==> src/common/robust_pdu_framer_regs.vh <==
// register map, field positions, reset values and framing constants of the robust pdu framer
`ifndef ROBUST_PDU_FRAMER_REGS_VH
`define ROBUST_PDU_FRAMER_REGS_VH

// ----------------------------------------------------------------
// register byte offsets
// ----------------------------------------------------------------
`define REG_CTRL         8'h00
`define REG_LENGTH       8'h04
`define REG_STATUS       8'h08
`define REG_PKTCOUNT     8'h0C

// ----------------------------------------------------------------
// control register fields
// ----------------------------------------------------------------
`define CTRL_START       0
`define CTRL_SCRAMBLE    1
`define CTRL_CONVCODE    2
`define CTRL_MULTIDWELL  3
`define CTRL_FMT_LO      4
`define CTRL_FMT_HI      5
`define CTRL_RESET       6'h00
`define LENGTH_RESET     16'h0000

// ----------------------------------------------------------------
// framing constants
// ----------------------------------------------------------------
`define SYNC_PATTERN     32'hB4E2_6D19
`define SYNC_BITS        7'h20
`define PAT_SHORT        64'h0000_0000_8E3A_57C4
`define PAT_LONG         64'hA5C3_1F96_4D2B_E870
`define PAT_SHORT_BITS   7'h20
`define PAT_LONG_BITS    7'h40
`define BCH_BITS         7'h0F
`define FMT_COPIES       3'h5
`define SEG_BITS         6'h3F
`define SEGS_FMT0        4'h6
`define SEGS_FMT1        4'hB
`define SEGS_FMT2        4'hD
`define CNT_COPIES_FMT0  3'h1
`define CNT_COPIES_FMT1  3'h3
`define CNT_COPIES_FMT2  3'h5
`define LFSR_SEED        7'h7F
`define CONV_G1          7'h79
`define CONV_G2          7'h5B
`define BCH_POLY         9'h1D1

`endif

==> src/verilog/robust_pdu_framer.v <==
// transmit framer for the robust pdu: header, coded user data, multi-dwell packets
//
// Summary of operation
// - scramble, then convolutional code, then packetise
// - robust header goes out before everything else
// - format field bch coded, five copies sent
// - scramble and code only when format selects
// - each octet leaves least significant bit first
// - multi-dwell flag set in format field
// - 64-bit segments, 6/11/13 per packet
// - packet ends with start pattern then counter
// - segment counter bch(15,7) coded before appending
// - format picks copies, pattern length, segments
// - flag clear: no segments, no packets
// - flag clear: only sync and format field precede
//
// Added by the designer: the address-and-strobe port and the register offsets.
`include "robust_pdu_framer_regs.vh"

module robust_pdu_framer (
    // clock and reset
    input  wire        clk,
    input  wire        rstn,
    // register port
    input  wire [7:0]  regAddr,
    input  wire [31:0] regWdata,
    input  wire        regWr,
    input  wire        regRd,
    output reg  [31:0] regRdata,
    // octet stream from the upper layer
    input  wire [7:0]  dataIn,
    input  wire        dataValid,
    output reg         dataReady,
    // serial bit stream to the physical layer
    output reg         txBit,
    output reg         txValid,
    input  wire        txReady
);

    // ----------------------------------------------------------------
    // states
    // ----------------------------------------------------------------
    localparam [2:0] ST_IDLE = 3'h0;
    localparam [2:0] ST_SYNC = 3'h1;
    localparam [2:0] ST_FMT  = 3'h2;
    localparam [2:0] ST_DATA = 3'h3;
    localparam [2:0] ST_PAD  = 3'h4;
    localparam [2:0] ST_PAT  = 3'h5;
    localparam [2:0] ST_CNT  = 3'h6;

    // ----------------------------------------------------------------
    // storage
    // ----------------------------------------------------------------
    reg [5:0]  ctrlQ;         // software options
    reg [15:0] lengthQ;       // octets per transmission
    reg        scrQ;          // options frozen at start
    reg        convQ;
    reg        mdQ;
    reg [1:0]  fmtQ;
    reg [2:0]  stateQ, stateD;
    reg [63:0] fieldQ, fieldD;     // field being shifted out
    reg [6:0]  fieldLenQ, fieldLenD;
    reg [2:0]  copyQ, copyD;       // copies sent of current field
    reg [15:0] octLeftQ, octLeftD; // octets still to fetch
    reg [7:0]  octQ, octD;         // octet being serialised
    reg [3:0]  octBitsQ, octBitsD; // bits left in octQ
    reg [6:0]  lfsrQ, lfsrD;       // scrambler state
    reg [5:0]  convShQ, convShD;   // coder history
    reg        pendQ, pendD;       // second coded bit waiting
    reg        pendBitQ, pendBitD;
    reg [5:0]  segBitQ, segBitD;   // bit within segment
    reg [3:0]  segCntQ, segCntD;   // segments in current group
    reg [6:0]  pktQ, pktD;         // segment counter value
    reg        txValidD, txBitD, dataReadyD;

    // ----------------------------------------------------------------
    // format dependent figures
    // ----------------------------------------------------------------
    reg [3:0]  segsPerPkt;  // segments per packet
    reg [2:0]  cntCopies;   // counter copies per packet
    reg [63:0] patWord;     // start of packet pattern
    reg [6:0]  patLen;

    // format picks segments per packet, counter copies and start pattern; segment length stays 64 bits
    always @* begin
        case (fmtQ)
            2'h0: begin
                segsPerPkt = `SEGS_FMT0;
                cntCopies  = `CNT_COPIES_FMT0;
                patWord    = `PAT_SHORT;
                patLen     = `PAT_SHORT_BITS;
            end
            2'h1: begin
                segsPerPkt = `SEGS_FMT1;
                cntCopies  = `CNT_COPIES_FMT1;
                patWord    = `PAT_LONG;
                patLen     = `PAT_LONG_BITS;
            end
            default: begin  // code 3 behaves as code 2
                segsPerPkt = `SEGS_FMT2;
                cntCopies  = `CNT_COPIES_FMT2;
                patWord    = `PAT_LONG;
                patLen     = `PAT_LONG_BITS;
            end
        endcase
    end

    // ----------------------------------------------------------------
    // bch coders for format field and segment counter
    // ----------------------------------------------------------------
    wire [6:0]  fmtWord = {2'b00, fmtQ, mdQ, convQ, scrQ};
    wire [14:0] fmtCode;
    wire [14:0] cntCode;

    bch15_7_encoder fmtEnc (
        .message  (fmtWord),
        .codeword (fmtCode)
    );

    bch15_7_encoder cntEnc (
        .message  (pktQ),
        .codeword (cntCode)
    );

    // ----------------------------------------------------------------
    // source bit path: scramble first, code second
    // ----------------------------------------------------------------
    wire       srcBit  = octQ[0];
    wire       scrBit  = srcBit ^ (scrQ & (lfsrQ[6] ^ lfsrQ[3]));
    wire [6:0] convIn  = {scrBit, convShQ};
    wire       g1      = ^(convIn & `CONV_G1);
    wire       g2      = ^(convIn & `CONV_G2);
    wire       startReq = regWr && (regAddr == `REG_CTRL) && regWdata[`CTRL_START];
    wire       canLoad = !txValid || txReady;  // output slot free
    wire       octetIn = dataReady && dataValid;
    wire       dataDone = (octLeftQ == 16'h0000) && (octBitsQ == 4'h0) && !pendQ;

    // ----------------------------------------------------------------
    // sequencer: picks the next output bit and the next state
    // ----------------------------------------------------------------
    always @* begin
        stateD     = stateQ;
        fieldD     = fieldQ;
        fieldLenD  = fieldLenQ;
        copyD      = copyQ;
        octLeftD   = octLeftQ;
        octD       = octQ;
        octBitsD   = octBitsQ;
        lfsrD      = lfsrQ;
        convShD    = convShQ;
        pendD      = pendQ;
        pendBitD   = pendBitQ;
        segBitD    = segBitQ;
        segCntD    = segCntQ;
        pktD       = pktQ;
        txValidD   = txValid && !txReady;
        txBitD     = txBit;
        // a fresh octet lands in the serialiser
        if (octetIn) begin
            octD     = dataIn;
            octBitsD = 4'h8;
            octLeftD = octLeftQ - 16'h0001;
        end
        case (stateQ)
            ST_IDLE: begin
                // start is ignored while a unit is in flight
                if (startReq) begin
                    stateD    = ST_SYNC;
                    fieldD    = {32'h0000_0000, `SYNC_PATTERN};
                    fieldLenD = `SYNC_BITS;
                    octLeftD  = lengthQ;
                    octBitsD  = 4'h0;
                    lfsrD     = `LFSR_SEED;
                    convShD   = 6'h00;
                    pendD     = 1'b0;
                    segBitD   = 6'h00;
                    segCntD   = 4'h0;
                    pktD      = 7'h00;
                    copyD     = 3'h0;
                end
            end
            ST_SYNC, ST_FMT, ST_PAT, ST_CNT: begin
                // fields leave least significant bit first
                if (canLoad) begin
                    txValidD  = 1'b1;
                    txBitD    = fieldQ[0];
                    fieldD    = {1'b0, fieldQ[63:1]};
                    fieldLenD = fieldLenQ - 7'h01;
                    if (fieldLenQ == 7'h01) begin
                        copyD = copyQ + 3'h1;
                        case (stateQ)
                            ST_SYNC: begin
                                stateD    = ST_FMT;
                                fieldD    = {49'h0, fmtCode};
                                fieldLenD = `BCH_BITS;
                                copyD     = 3'h0;
                            end
                            ST_FMT: begin
                                // five copies feed a 3-of-5 vote
                                if (copyQ + 3'h1 < `FMT_COPIES) begin
                                    fieldD    = {49'h0, fmtCode};
                                    fieldLenD = `BCH_BITS;
                                end else begin
                                    stateD = ST_DATA;
                                end
                            end
                            ST_PAT: begin
                                stateD    = ST_CNT;
                                fieldD    = {49'h0, cntCode};
                                fieldLenD = `BCH_BITS;
                                copyD     = 3'h0;
                            end
                            default: begin  // counter field
                                if (copyQ + 3'h1 < cntCopies) begin
                                    fieldD    = {49'h0, cntCode};
                                    fieldLenD = `BCH_BITS;
                                end else begin
                                    pktD    = pktQ + 7'h01;
                                    segCntD = 4'h0;
                                    stateD  = dataDone ? ST_IDLE : ST_DATA;
                                end
                            end
                        endcase
                    end
                end
            end
            ST_DATA, ST_PAD: begin
                if (stateQ == ST_DATA && dataDone) begin
                    // a partial segment or group still needs closing
                    if (mdQ && segBitQ != 6'h00) begin
                        stateD = ST_PAD;
                    end else if (mdQ && segCntQ != 4'h0) begin
                        stateD    = ST_PAT;
                        fieldD    = patWord;
                        fieldLenD = patLen;
                    end else begin
                        stateD = ST_IDLE;
                    end
                end else if (canLoad && (pendQ || octBitsQ != 4'h0 || stateQ == ST_PAD)) begin
                    txValidD = 1'b1;
                    if (stateQ == ST_PAD) begin
                        txBitD = 1'b0;
                    end else if (pendQ) begin
                        txBitD = pendBitQ;
                        pendD  = 1'b0;
                    end else begin
                        // consume one source bit
                        octD     = {1'b0, octQ[7:1]};
                        octBitsD = octBitsQ - 4'h1;
                        lfsrD    = {lfsrQ[5:0], lfsrQ[6] ^ lfsrQ[3]};
                        if (convQ) begin
                            txBitD   = g1;
                            convShD  = convIn[6:1];
                            pendD    = 1'b1;
                            pendBitD = g2;
                        end else begin
                            txBitD = scrBit;
                        end
                    end
                    // segments counted on the coded stream
                    if (mdQ) begin
                        segBitD = segBitQ + 6'h01;
                        if (segBitQ == `SEG_BITS) begin
                            if (stateQ == ST_PAD || segCntQ + 4'h1 == segsPerPkt) begin
                                stateD    = ST_PAT;
                                fieldD    = patWord;
                                fieldLenD = patLen;
                                segCntD   = segCntQ + 4'h1;
                            end else begin
                                segCntD = segCntQ + 4'h1;
                            end
                        end
                    end
                end
            end
            default: begin
                stateD = ST_IDLE;
            end
        endcase
        // ask for an octet only when the serialiser is empty in data state
        dataReadyD = (stateD == ST_DATA) && (octBitsD == 4'h0) &&
                     (octLeftD != 16'h0000) && !octetIn;
    end

    // ----------------------------------------------------------------
    // sequencer registers
    // ----------------------------------------------------------------
    always @(posedge clk or negedge rstn) begin
        if (!rstn) begin
            stateQ    <= ST_IDLE;
            fieldQ    <= 64'h0;
            fieldLenQ <= 7'h00;
            copyQ     <= 3'h0;
            octLeftQ  <= 16'h0000;
            octQ      <= 8'h00;
            octBitsQ  <= 4'h0;
            lfsrQ     <= `LFSR_SEED;
            convShQ   <= 6'h00;
            pendQ     <= 1'b0;
            pendBitQ  <= 1'b0;
            segBitQ   <= 6'h00;
            segCntQ   <= 4'h0;
            pktQ      <= 7'h00;
            txValid   <= 1'b0;
            txBit     <= 1'b0;
            dataReady <= 1'b0;
        end else begin
            stateQ    <= stateD;
            fieldQ    <= fieldD;
            fieldLenQ <= fieldLenD;
            copyQ     <= copyD;
            octLeftQ  <= octLeftD;
            octQ      <= octD;
            octBitsQ  <= octBitsD;
            lfsrQ     <= lfsrD;
            convShQ   <= convShD;
            pendQ     <= pendD;
            pendBitQ  <= pendBitD;
            segBitQ   <= segBitD;
            segCntQ   <= segCntD;
            pktQ      <= pktD;
            txValid   <= txValidD;
            txBit     <= txBitD;
            dataReady <= dataReadyD;
        end
    end

    // ----------------------------------------------------------------
    // register port: writes, option snapshot, read data one cycle later
    // ----------------------------------------------------------------
    // options are frozen at start so a mid-frame write cannot split a unit
    always @(posedge clk or negedge rstn) begin
        if (!rstn) begin
            ctrlQ    <= `CTRL_RESET;
            lengthQ  <= `LENGTH_RESET;
            scrQ     <= 1'b0;
            convQ    <= 1'b0;
            mdQ      <= 1'b0;
            fmtQ     <= 2'b00;
            regRdata <= 32'h0000_0000;
        end else begin
            if (regWr && regAddr == `REG_CTRL) begin
                ctrlQ <= {regWdata[`CTRL_FMT_HI:`CTRL_SCRAMBLE], 1'b0};
            end
            if (regWr && regAddr == `REG_LENGTH && stateQ == ST_IDLE) begin
                lengthQ <= regWdata[15:0];
            end
            if (stateQ == ST_IDLE && startReq) begin
                scrQ  <= regWdata[`CTRL_SCRAMBLE];
                convQ <= regWdata[`CTRL_CONVCODE];
                mdQ   <= regWdata[`CTRL_MULTIDWELL];
                fmtQ  <= regWdata[`CTRL_FMT_HI:`CTRL_FMT_LO];
            end
            if (regRd) begin
                case (regAddr)
                    `REG_CTRL:     regRdata <= {26'h0, ctrlQ};
                    `REG_LENGTH:   regRdata <= {16'h0, lengthQ};
                    `REG_STATUS:   regRdata <= {13'h0, stateQ, octLeftQ};
                    `REG_PKTCOUNT: regRdata <= {25'h0, pktQ};
                    default:       regRdata <= 32'h0000_0000;
                endcase
            end else begin
                regRdata <= 32'h0000_0000;
            end
        end
    end

endmodule // robust_pdu_framer

==> src/verilog/bch15_7_encoder.v <==
// systematic bch(15,7) encoder: seven message bits above an eight-bit remainder
`include "robust_pdu_framer_regs.vh"

module bch15_7_encoder (
    // message in
    input  wire [6:0]  message,
    // codeword out
    output reg  [14:0] codeword
);

    reg [14:0] work;   // long division scratch
    integer    i;

    // ----------------------------------------------------------------
    // polynomial division of message * x^8
    // ----------------------------------------------------------------
    always @* begin
        work = {message, 8'h00};
        for (i = 14; i >= 8; i = i - 1) begin
            if (work[i]) begin
                work = work ^ ({6'h00, `BCH_POLY} << (i - 8));
            end
        end
        codeword = {message, work[7:0]};
    end

endmodule // bch15_7_encoder

==> config.mk <==
export PLATFORM = sky130hd
export DESIGN_NAME = robust_pdu_framer
export DESIGN_NICKNAME = d
export VERILOG_FILES = /design/src/verilog/robust_pdu_framer.v /design/src/verilog/bch15_7_encoder.v
export VERILOG_INCLUDE_DIRS = /design/src /design/src/common
export SDC_FILE = /design/constraint.sdc
export NUM_CORES = 1
export LEC_CHECK = 0
export BUFFER_PORTS_ARGS = -buffer_cell sky130_fd_sc_hd__buf_2
export CAP_MARGIN = 20
export CORE_MARGIN = 3
export CORE_UTILIZATION = 45
export CTS_CLUSTER_SIZE = 40
export DETAILED_ROUTE_END_ITERATION = 8
export PLACE_DENSITY = 0.71
export SETUP_SLACK_MARGIN = 0.4
export SYNTH_ARGS = -nofsm -noshare
export SYNTH_HDL_FRONTEND = slang
export SYNTH_SLANG_ARGS = --single-unit
==> constraint.sdc <==
create_clock -name clk -period 5.69 [get_ports clk]
set_input_delay 0.8535 -clock clk [delete_from_list [all_inputs] [get_ports clk]]
set_output_delay 0.8535 -clock clk [all_outputs]
set_load 0.05 [all_outputs]
==> Implementation_results.wiki, run 1 <==
{| class="wikitable"
! Metric !! Value
|-
| Global-route wire length before repair || slightly above 40000 um
|-
| Endpoints failing hold || 0
|-
| Pwr Density || ~490 mW/mm2
|-
| Area share of the leading cell type in the synthesized netlist || 43.5%
|-
| Final estimated routing congestion in global placement || 0.922
|-
| Hold buffers post-CTS || 0
|-
| Capture instance of the worst register-to-register path || fieldQ[13]
|-
| Most used flip-flop cell after synthesis || sky130_fd_sc_hd__dfrtp_1
|-
| Top post-synthesis cells by count || sky130_fd_sc_hd__dfrtp_1 (178), sky130_fd_sc_hd__nand2_1 (95), sky130_fd_sc_hd__nor2_1 (78)
|-
| Final #Nets || between 1000 and 1500
|-
| Family with the most delay on the worst path || simple AND/OR/NAND/NOR gates
|-
| Dpl cell area || 0.0106 mm2
|-
| CTS tree || yes
|-
| WL met2 || 11500 um
|-
| Largest net degree at the start of global routing || 108
|-
| CTS resizes || 0
|-
| Max Root-Sink Buffers || 2
|-
| Crit Path Category || register to register
|-
| Minimum setup slack among reg-to-reg paths || ~1.9 ns
|-
| Count of cell types in the netlist || 86
|-
| Overall global routing resource usage || a little over a fifth
|-
| Post-Synthesis Cells || between 1000 and 1500
|-
| Leakage Power || 4.97 nW
|-
| Number of vias after detailed routing || slightly above 8000
|-
| Overall die width || between 150 and 200 um
|-
| Clock latency on the worst-skew pair || approximately 0.45 ns
|-
| Antenna Nets Post-Route || 0
|-
| Aggregate global routing overflow || 0
|-
| Data arrival time of the critical path || 4.10 ns
|-
| Post-detail-place hpwl || between 15000 and 20000 um
|-
| Count of yosys warnings during synthesis || 0
|-
| Post-synthesis cell type with the largest combined area || sky130_fd_sc_hd__dfrtp_1
|-
| Total number of placement rows || 54
|-
| Launching point of the worst reg2reg path || octBitsQ[0]
|-
| Run status || finished clean
|-
| CTS HTree Levels || 4
|-
| Post-route met1 wirelength || approximately 12000 um
|-
| TritonCTS buffer count || 17
|-
| Fin area || ~0.011 mm2
|-
| Mean instance size in the synthesized netlist || roughly 9.5 um2
|-
| Max Cap Violations || 0
|-
| Top achievable clock speed || ~0.26 GHz
|-
| Number of global-route vias before repair || slightly below 8000
|-
| Area growth from synthesis to layout || 9.43%
|-
| Yosys reg bits || ~190
|-
| Num ports || a little under 90
|-
| Post-route worst hold slack || between 0.4 and 0.5 ns
|-
| Initial cell density of the core || a little under half
|-
| Root cell of the clock tree || sky130_fd_sc_hd__clkbuf_16
|-
| Port buffer count || 59
|-
| Crit path cell chain || inv_1 -> ha_1 -> nor4b_2 -> nand4b_1 -> nor2_2 -> o21bai_1 -> or3b_2 -> buf_4 -> nand2_4 -> mux2_1
|-
| Number of buffers added for setup after CTS || 0
|-
| WP data required || ~6.0 ns
|-
| Total inserted antenna cells || 0
|-
| Unrepaired setup endpoints after global routing || no
|-
| Share of cells above drive strength 1 || 18.0%
|-
| Worst R2R Path Depth || 10
|-
| Crit path launch type || register
|-
| Post-layout utilization of the core || 50.7%
|-
| Clock transition at the registers of the reported paths || about 0.080 ns
|-
| Largest fanout on the critical path || 39
|-
| Initial antenna violation count || 0
|-
| Type of the worst min-delay path || input pin to async pin
|-
| Average wire per cell in the routed design || approximately 18 um
|-
| Worst path max stage delay || slightly above 0.6 ns
|-
| Total met3 wirelength after detailed routing || about 1500 um
|-
| Fin crit share || around 66%
|-
| Most used standard cell by instance count after synthesis || sky130_fd_sc_hd__dfrtp_1
|-
| Peak supply drop || 0.000220 V
|-
| Post-route setup slack || between 1.5 and 2 ns
|-
| Setup crit end kind || register
|-
| Fin crit period || around 3.8 ns
|-
| Floorplan die area || 0.0246 mm2
|-
| Proportion of synthesized chip area in sequential cells || between 40% and 50%
|-
| Async set-or-reset flop fraction in the synthesized netlist || 100%
|-
| Buf/Inv on CP || 2
|-
| Worst Setup Slack post-DPL || around 1.9 ns
|-
| Clock sink count || 185
|-
| Max stage delay cell, worst path || sky130_fd_sc_hd__nor4b_2
|-
| Number of violations reported at the end of detailed-routing iteration 0 || a little over 700
|-
| Leading cell types by total area after synthesis || sky130_fd_sc_hd__dfrtp_1 (44%), sky130_fd_sc_hd__nand3_1 (3.6%), sky130_fd_sc_hd__a21oi_1 (3.6%)
|-
| Core box area || 0.0221 mm2
|-
| Number of enable flip-flop cells after synthesis || 0
|-
| Worst setup path startpoint || octBitsQ[0]
|-
| Transition time at the pin with the least slew margin || between 1 and 1.5 ns
|-
| Final number of setup-violating endpoints || 0
|-
| Vertical die dimension || between 150 and 200 um
|-
| Routed Wire Length || 25100 um
|-
| Highest layer used for signal routing || met4
|-
| Number of cells on the critical path || 10
|-
| First drt pass iteration count || 5
|-
| Setup Skew || between 0.015 and 0.02 ns
|-
| Via/cell ratio || 5.97
|-
| Max-slew headroom || 24.5%
|-
| Total DRC errors in the routed layout || 0
|-
| Netlist area before placement || 0.0102 mm2
|-
| Post-route setup TNS || 0 ns
|-
| Pins Over Slew Limit || 0
|}
## through the flow
stage	total power, W	cells
final	0.00553	1387
after global placement	0.00425	1354
after CTS	0.00553	1386
after floorplan	0.00382	1088
after global routing	0.00590	1387
after detailed placement	0.00431	1354
## cells by family after synthesis
group,synth area share [%]
adder cells (fa/ha/maj),1.96
AND/OR/NAND/NOR,18.7
buffers and inverters,5.48
multiplexers,5.06
AO/OA/AOI/OAI,18.7
flip-flops,45.3
other,0.0367
XOR/XNOR,4.77
## cell type report
cell class,instances,area [um2]
flip-flops and latches,185,4640
clock buffers,19,443
inverters,31,116
well taps,280,350
fillers,2009,10900
repair buffers,73,407
clock inverters,13,150
multi-input cells,786,5090
## how the worst max path moves through the flow
stage / slack, ns / end
finish: 1.92 / fieldQ[13]
global route: 1.57 / fieldQ[13]
CTS: 1.95 / fieldQ[13]
detailed placement: 1.93 / fieldQ[63]
global placement: 1.94 / fieldQ[12]
floorplan: 2.69 / fieldQ[14]
## state kept, by name, indices dropped and copies added, names as in the netlist, 4 cells and up
register   flops
convShQ        6
regRdata      19
pktQ           7
lengthQ       16
fieldQ        64
lfsrQ          7
fieldLenQ      7
octBitsQ       4
octQ           8
segBitQ        6
segCntQ        4
octLeftQ      16
ctrlQ          5
## layout by cell type (no fill, tap or decap), drive strengths merged, types with 6 or more instances in the layout
master	instances
ha	16
a211oi	6
nand2	96
o21ai	99
a21oi	73
a31oi	14
mux2	32
nand3	75
or3	12
a22oi	19
dfstp	7
o31ai	9
nor3b	8
nand4	9
conb	13
clkbuf	21
buf	71
inv	39
dfrtp	178
o211ai	6
nor2	79
mux2i	9
xnor2	27
o22ai	12
nor4	8
nor3	23
nand2b	9
nor2b	8
and2	9
xor2	21
## metal layers
metal | up-vias | track usage, %
met5 | - | 0
met4 | 0 | 5.67
met3 | 24 | 4.73
met2 | 230 | 31.5
met1 | 4144 | 30.7
li1 | 3884 | -
## report_power, final
group / total, W / internal (W) / leakage, nW / switching, W
Combinational: 0.00232 / 0.000902 / 2.29 / 0.00142
Sequential: 0.00200 / 0.00168 / 2.39 / 0.000325
Clock: 0.00120 / 0.000636 / 0.286 / 0.000567
No activity file was read; power rests on OpenSTA's default activity.
==> inputs of run 2 (changes only) <==
Settings changed: PLACE_DENSITY 0.71 to 0.73.
Clock period 5.69 ns to 3.39 ns, I/O delays scaled along.
==> Implementation_results.wiki, run 2 (synthesis gave the netlist of run 1 again) <==
{| class="wikitable"
! Metric !! Value
|-
| Antenna Nets Post-Route || 0
|-
| Commonest non-fill, non-tap cell in the layout || sky130_fd_sc_hd__dfrtp_1
|-
| Fin crit share || roughly 85%
|-
| Commonest cells after routing, fill and taps aside || sky130_fd_sc_hd__dfrtp_1 (178), sky130_fd_sc_hd__nand2_1 (95), sky130_fd_sc_hd__nor2_1 (77)
|-
| Initial cell density of the core || between 40 and 50%
|-
| Leakage Power || around 5.2 nW
|-
| Hold buffers post-CTS || 0
|-
| Run status || finished clean
|-
| Final estimated routing congestion in global placement || roughly 0.95
|-
| Max stage delay cell, worst path || sky130_fd_sc_hd__or4_1
|-
| Fin crit period || between 2 and 3 ns
|-
| Setup Skew || 0.0163 ns
|-
| Largest registers || fieldQ x64, regRdata x19
|-
| Transition time at the pin with the least slew margin || between 0.7 and 0.8 ns
|-
| Family with the most delay on the worst path || compound AO/OA/AOI/OAI gates
|-
| Total number of placement rows || between 50 and 60
|-
| Setup crit end kind || register
|-
| Average wire per cell in the routed design || approximately 19 um
|-
| Pins Over Slew Limit || 0
|-
| Max reg flops || 64
|-
| Post-route setup slack || 0.513 ns
|-
| Crit path launch type || register
|-
| First drt pass iteration count || 7
|-
| Routed Wire Length || 26500 um
|-
| Share of cells above drive strength 1 || 22.2%
|-
| Worst path max stage delay || around 0.58 ns
|-
| Number of vias after detailed routing || ~8600
|-
| Type of the worst min-delay path || input pin to async pin
|-
| Post-route worst hold slack || between 0.08 and 0.09 ns
|-
| CTS tree || yes
|-
| Final #Nets || about 1200
|-
| Clock sink count || ~190
|-
| Endpoints failing hold || 0
|-
| Critical Path Most Common Cell || sky130_fd_sc_hd__ha_1
|-
| Core box area || 0.0221 mm2
|-
| Number of fill cells in the layout || 1938
|-
| Total inserted antenna cells || 0
|-
| Peak supply drop || approximately 0.00036 V
|-
| Largest fanout on the critical path || 5
|-
| Final number of setup-violating endpoints || 0
|-
| Crit path cell chain || ha_1 -> ha_1 -> nor2b_1 -> o21ai_2 -> a31oi_1 -> or4_1 -> a21oi_2 -> a211oi_1 -> o31ai_1
|-
| Overall die width || roughly 160 um
|-
| Crit Path Category || register to register
|-
| Post-detail-place hpwl || 17900 um
|-
| Port buffer count || 59
|-
| Max Root-Sink Buffers || 2
|-
| TritonCTS buffer count || 17
|-
| Number of violations reported at the end of detailed-routing iteration 0 || approximately 730
|-
| Post-route setup TNS || 0 ns
|-
| WP data required || 3.72 ns
|-
| Worst Setup Slack post-DPL || around 0.22 ns
|-
| Register ranked first by flip-flop count || fieldQ
|-
| Area growth from synthesis to layout || 14.1%
|-
| Root cell of the clock tree || sky130_fd_sc_hd__clkbuf_16
|-
| Max-slew headroom || between 40 and 50%
|-
| Number of global-route vias before repair || roughly 8000
|-
| Via/cell ratio || approximately 6
|-
| Max Cap Violations || 0
|-
| Unrepaired setup endpoints after global routing || no
|-
| Buf/Inv on CP || 0
|-
| Pwr Density || about 840 mW/mm2
|-
| Global-route wire length before repair || between 40000 and 50000 um
|-
| Initial antenna violation count || 1
|-
| Num ports || slightly below 90
|-
| Data arrival time of the critical path || 3.21 ns
|-
| Vertical die dimension || 157 um
|-
| Largest net degree at the start of global routing || 86
|-
| Clock transition at the registers of the reported paths || approximately 0.080 ns
|-
| Clock latency on the worst-skew pair || roughly 0.44 ns
|-
| Post-layout utilization of the core || between 50 and 60%
|-
| Total DRC errors in the routed layout || 0
|-
| Floorplan die area || ~0.025 mm2
|-
| Top achievable clock speed || 0.348 GHz
|-
| CTS HTree Levels || 4
|-
| Overall global routing resource usage || between 20% and 30%
|-
| Aggregate global routing overflow || 0
|}
[run 2: through the flow]
step	total power (W)	instance area, um2	instances
floorplan	0.00642	10300	1088
CTS	0.00966	11500	1415
detailed placement	0.00741	10800	1379
finish	0.00984	11700	1425
global route	0.0105	11700	1425
global placement	0.00728	10800	1379
[run 2: worst reg2reg max path, cell delays in order, from the launching register on]
cell	delay (ns)
sky130_fd_sc_hd__dfrtp_1	0.47
sky130_fd_sc_hd__ha_1	0.39
sky130_fd_sc_hd__ha_1	0.28
sky130_fd_sc_hd__nor2b_1	0.15
sky130_fd_sc_hd__o21ai_2	0.25
sky130_fd_sc_hd__a31oi_1	0.20
sky130_fd_sc_hd__or4_1	0.58
sky130_fd_sc_hd__a21oi_2	0.19
sky130_fd_sc_hd__a211oi_1	0.07
sky130_fd_sc_hd__o31ai_1	0.21
[run 2: area by class of cell]
| type | instances | area, um2 | share of cell area (%) |
|---|---|---|---|
| inverter | 31 | 116 | 0.997 |
| sequential | 185 | 4640 | 39.7 |
| clock inverter | 14 | 199 | 1.70 |
| clock buffer | 18 | 439 | 3.76 |
| timing repair buffer | 109 | 729 | 6.25 |
| tap | 280 | 350 | 3.00 |
| multi-input combinational | 788 | 5200 | 44.5 |
[run 2: worst paths after layout]
| kind | start | endpoint | slack [ns] | depth (start not counted) |
|---|---|---|---|---|
| worst max-delay path | copyQ[0] | fieldQ[0] | 0.51 | 9 |
| worst min-delay path | rstn | regRdata[0] | 0.09 | 1 |
| worst max register to register | copyQ[0] | fieldQ[0] | 0.51 | 9 |
| worst min register to register | convShQ[2] | convShQ[2] | 0.49 | 2 |
| max in group asynchronous | rstn | fieldQ[20] | 2.43 | 2 |
| min in group clk | dataIn[7] | octQ[7] | 0.30 | 3 |
[run 2: where the power goes]
part           leakage [nW]  internal (W)  switching [W]
registers              2.39       0.00282       0.000513
logic                  2.52       0.00183        0.00262
clock network         0.307       0.00109       0.000970
[run 2: what timing repair did]
action / CTS / global route
setup endpoints to repair: 41 / 62
setup buffers: 2 / 9
pin swaps: 2 / 8
resized for setup: 7 / 15
cloned: 2 / 1
[run 2: routing by layer]
metal	up-vias	part of all wire, %	track usage [%]
li1	3956	-	-
met1	4260	45	31.6
met2	322	46	33.1
met3	41	6.3	4.18
met4	2	2.3	7.50
met5	-	0.049	0
==> inputs of run 3 (changes only) <==
Clock period 3.39 ns to 2.45 ns, I/O delays scaled along.
==> Implementation_results.wiki, run 3 (synthesis gave the netlist of run 1 again) <==
{| class="wikitable"
! Metric !! Value
|-
| Antenna Nets Post-Route || 0
|-
| TritonCTS buffer count || 17
|-
| Failing checks || setup timing
|-
| Final number of setup-violating endpoints || 81
|-
| Pins Over Slew Limit || 0
|-
| Max reg flops || 64
|-
| Aggregate global routing overflow || 0
|-
| Data arrival time of the critical path || slightly above 3 ns
|-
| Num ports || a little under 90
|-
| Max-slew headroom || a little under three fifths
|-
| Largest fanout on the critical path || 8
|-
| Switching power || 0.00705 W
|-
| Part of the power in the clock network || 16.2%
|-
| Area growth from synthesis to layout || 38.2%
|-
| Floorplan die area || between 0.02 and 0.025 mm2
|-
| Fin crit share || 110%
|-
| Final estimated routing congestion in global placement || 0.922
|-
| Peak supply drop || 0.000620 V
|-
| Average wire per cell in the routed design || 19.6 um
|-
| Number of vias after detailed routing || 9582
|-
| Initial antenna violation count || 0
|-
| Pwr Density || roughly 1200 mW/mm2
|-
| Sw Share || between 40% and 50%
|-
| Overall global routing resource usage || a little under a quarter
|-
| WP data required || approximately 2.8 ns
|-
| Number of fill cells in the layout || about 1600
|-
| Clock latency on the worst-skew pair || roughly 0.44 ns
|-
| Setup crit end kind || register
|-
| Comb pwr share || a little under three fifths
|-
| Via/cell ratio || 6.06
|-
| Internal Dissipation || approximately 0.010 W
|-
| Unrepaired setup endpoints after global routing || yes
|-
| Max Root-Sink Buffers || 2
|-
| Post-route setup slack || -0.250 ns
|-
| First drt pass iteration count || 6
|-
| Register ranked first by flip-flop count || fieldQ
|-
| Crit path launch type || register
|-
| Sequential fraction of design power || between 20 and 30%
|-
| Clock sink count || around 190
|-
| Final #Nets || 1359
|-
| Total DRC errors in the routed layout || 0
|-
| Leakage Power || around 6.3 nW
|-
| Post-route setup TNS || -7.99 ns
|-
| Initial cell density of the core || a little under half
|-
| Setup Skew || approximately 0.015 ns
|-
| CTS HTree Levels || 4
|-
| Global-route wire length before repair || ~47000 um
|-
| Overall die width || 157 um
|-
| Top achievable clock speed || 0.370 GHz
|-
| Root cell of the clock tree || sky130_fd_sc_hd__clkbuf_16
|-
| Total number of placement rows || 54
|-
| Core box area || around 0.022 mm2
|-
| Post-layout power || around 0.017 W
|-
| Multi-input combinational cell area || about 0.0061 mm2
|-
| Number of violations reported at the end of detailed-routing iteration 0 || between 800 and 900
|-
| Max Cap Violations || 0
|-
| Share of cells above drive strength 1 || approximately 42%
|-
| Endpoints failing hold || 0
|-
| Largest net degree at the start of global routing || 77
|-
| Fin crit period || approximately 2.7 ns
|-
| Transition time at the pin with the least slew margin || roughly 0.66 ns
|-
| Type of the worst min-delay path || input pin to register
|-
| Largest registers || fieldQ x64, regRdata x19
|-
| Commonest cells after routing, fill and taps aside || sky130_fd_sc_hd__dfrtp_1 (176), sky130_fd_sc_hd__buf_4 (149), sky130_fd_sc_hd__nand2_1 (89)
|-
| Dpl cell area || around 0.012 mm2
|-
| Post-layout utilization of the core || between 60% and 70%
|-
| Crit Path Category || register to register
|-
| Total inserted antenna cells || 0
|-
| Number of global-route vias before repair || 9156
|-
| Commonest non-fill, non-tap cell in the layout || sky130_fd_sc_hd__dfrtp_1
|-
| Run status || finished, violations left
|-
| Post-detail-place hpwl || 19100 um
|-
| Routed Wire Length || approximately 31000 um
|-
| Clock transition at the registers of the reported paths || approximately 0.080 ns
|-
| CTS tree || yes
|-
| Worst Setup Slack post-DPL || -0.333 ns
|-
| Fin area || about 0.014 mm2
|-
| Footprint of the flip-flops and latches || around 0.0046 mm2
|-
| Port buffer count || 59
|-
| Vertical die dimension || approximately 160 um
|}
run 3: cell types whose count changed in the layout (fill, tap and decap cells not counted), sizes merged:
| cell | before | now |
|---|---|---|
| buf | 107 | 255 |
| clkbuf | 19 | 24 |
| inv | 36 | 40 |
| clkinv | 8 | 6 |
| and2 | 10 | 11 |
| bufbuf | 1 | 0 |
| bufinv | 1 | 0 |
| dlygate4sd3 | 0 | 1 |
| nand2 | 96 | 97 |
| o21ai | 100 | 99 |
| or3 | 12 | 13 |
| or3b | 4 | 5 |
run 3: area by class of cell:
| class | count | area share, % |
|---|---|---|
| Inverter | 31 | 0.823 |
| Clock inverter | 15 | 1.22 |
| Clock buffer | 17 | 3.01 |
| Multi-Input combinational cell | 791 | 43.4 |
| Sequential cell | 185 | 32.8 |
| Tap cell | 280 | 2.48 |
| Timing Repair Buffer | 263 | 16.2 |
run 3: per-layer routing:
metal  up-vias  part of all wire (%)  global-route usage (%)
met5         -                     0                       0
met4         0                   2.1                    7.13
met3        67                   6.3                    4.34
met2       430                    50                    38.7
met1      4801                    42                    32.0
li1       4284                     -                       -
run 3: final timing paths:
path                            slack [ns]          from            to  cells after the start
worst max-delay path                 -0.25       fmtQ[1]  fieldLenQ[0]                     13
min in group asynchronous             0.53          rstn    fieldQ[36]                      2
worst max register to register       -0.25       fmtQ[1]  fieldLenQ[0]                     13
worst min-delay path                  0.15  regWdata[12]   lengthQ[12]                      2
worst min register to register        0.50    convShQ[2]    convShQ[2]                      2
max in group asynchronous             1.24          rstn     stateQ[1]                      3
run 3: critical path, stage by stage, from the launching register on:
cell and delay [ns]:
sky130_fd_sc_hd__dfrtp_1 0.40, sky130_fd_sc_hd__inv_2 0.12, sky130_fd_sc_hd__ha_4 0.17, sky130_fd_sc_hd__inv_2 0.05
sky130_fd_sc_hd__ha_4 0.20, sky130_fd_sc_hd__nor2b_4 0.13, sky130_fd_sc_hd__o21ai_4 0.25, sky130_fd_sc_hd__buf_6 0.14
sky130_fd_sc_hd__and2_4 0.17, sky130_fd_sc_hd__mux2i_2 0.08, sky130_fd_sc_hd__a211o_1 0.32, sky130_fd_sc_hd__buf_6 0.17
sky130_fd_sc_hd__a221o_1 0.30, sky130_fd_sc_hd__o21ai_1 0.11
run 3: what timing repair did:
item / CTS / global route
setup buffers: 15 / 15
endpoints found under the setup margin: 120 / 115
hold buffers: 1 / 0
gates cloned: 6 / 9
hold endpoints to repair: 6 / 0
gates resized for setup: 89 / 130
pin swaps: 37 / 40
run 3: through the flow:
step	instances	hold slack, ns
2_1_floorplan	1088	0.0719
3_3_place_gp	1504	0.447
3_5_place_dp	1504	0.455
4_1_cts	1558	0.145
5_1_grt	1582	0.139
6_report	1582	0.148
run 3: power by group through the flow:
stage / Combinational (W) / Clock [W] / Sequential (W)
6_report: 0.00972 / 0.00278 / 0.00463
5_1_grt: 0.0103 / 0.00292 / 0.00471
4_1_cts: 0.00814 / 0.00280 / 0.00452
3_5_place_dp: 0.00719 / 0 / 0.00454
3_3_place_gp: 0.00701 / 0 / 0.00451
2_1_floorplan: 0.00490 / 0 / 0.00445
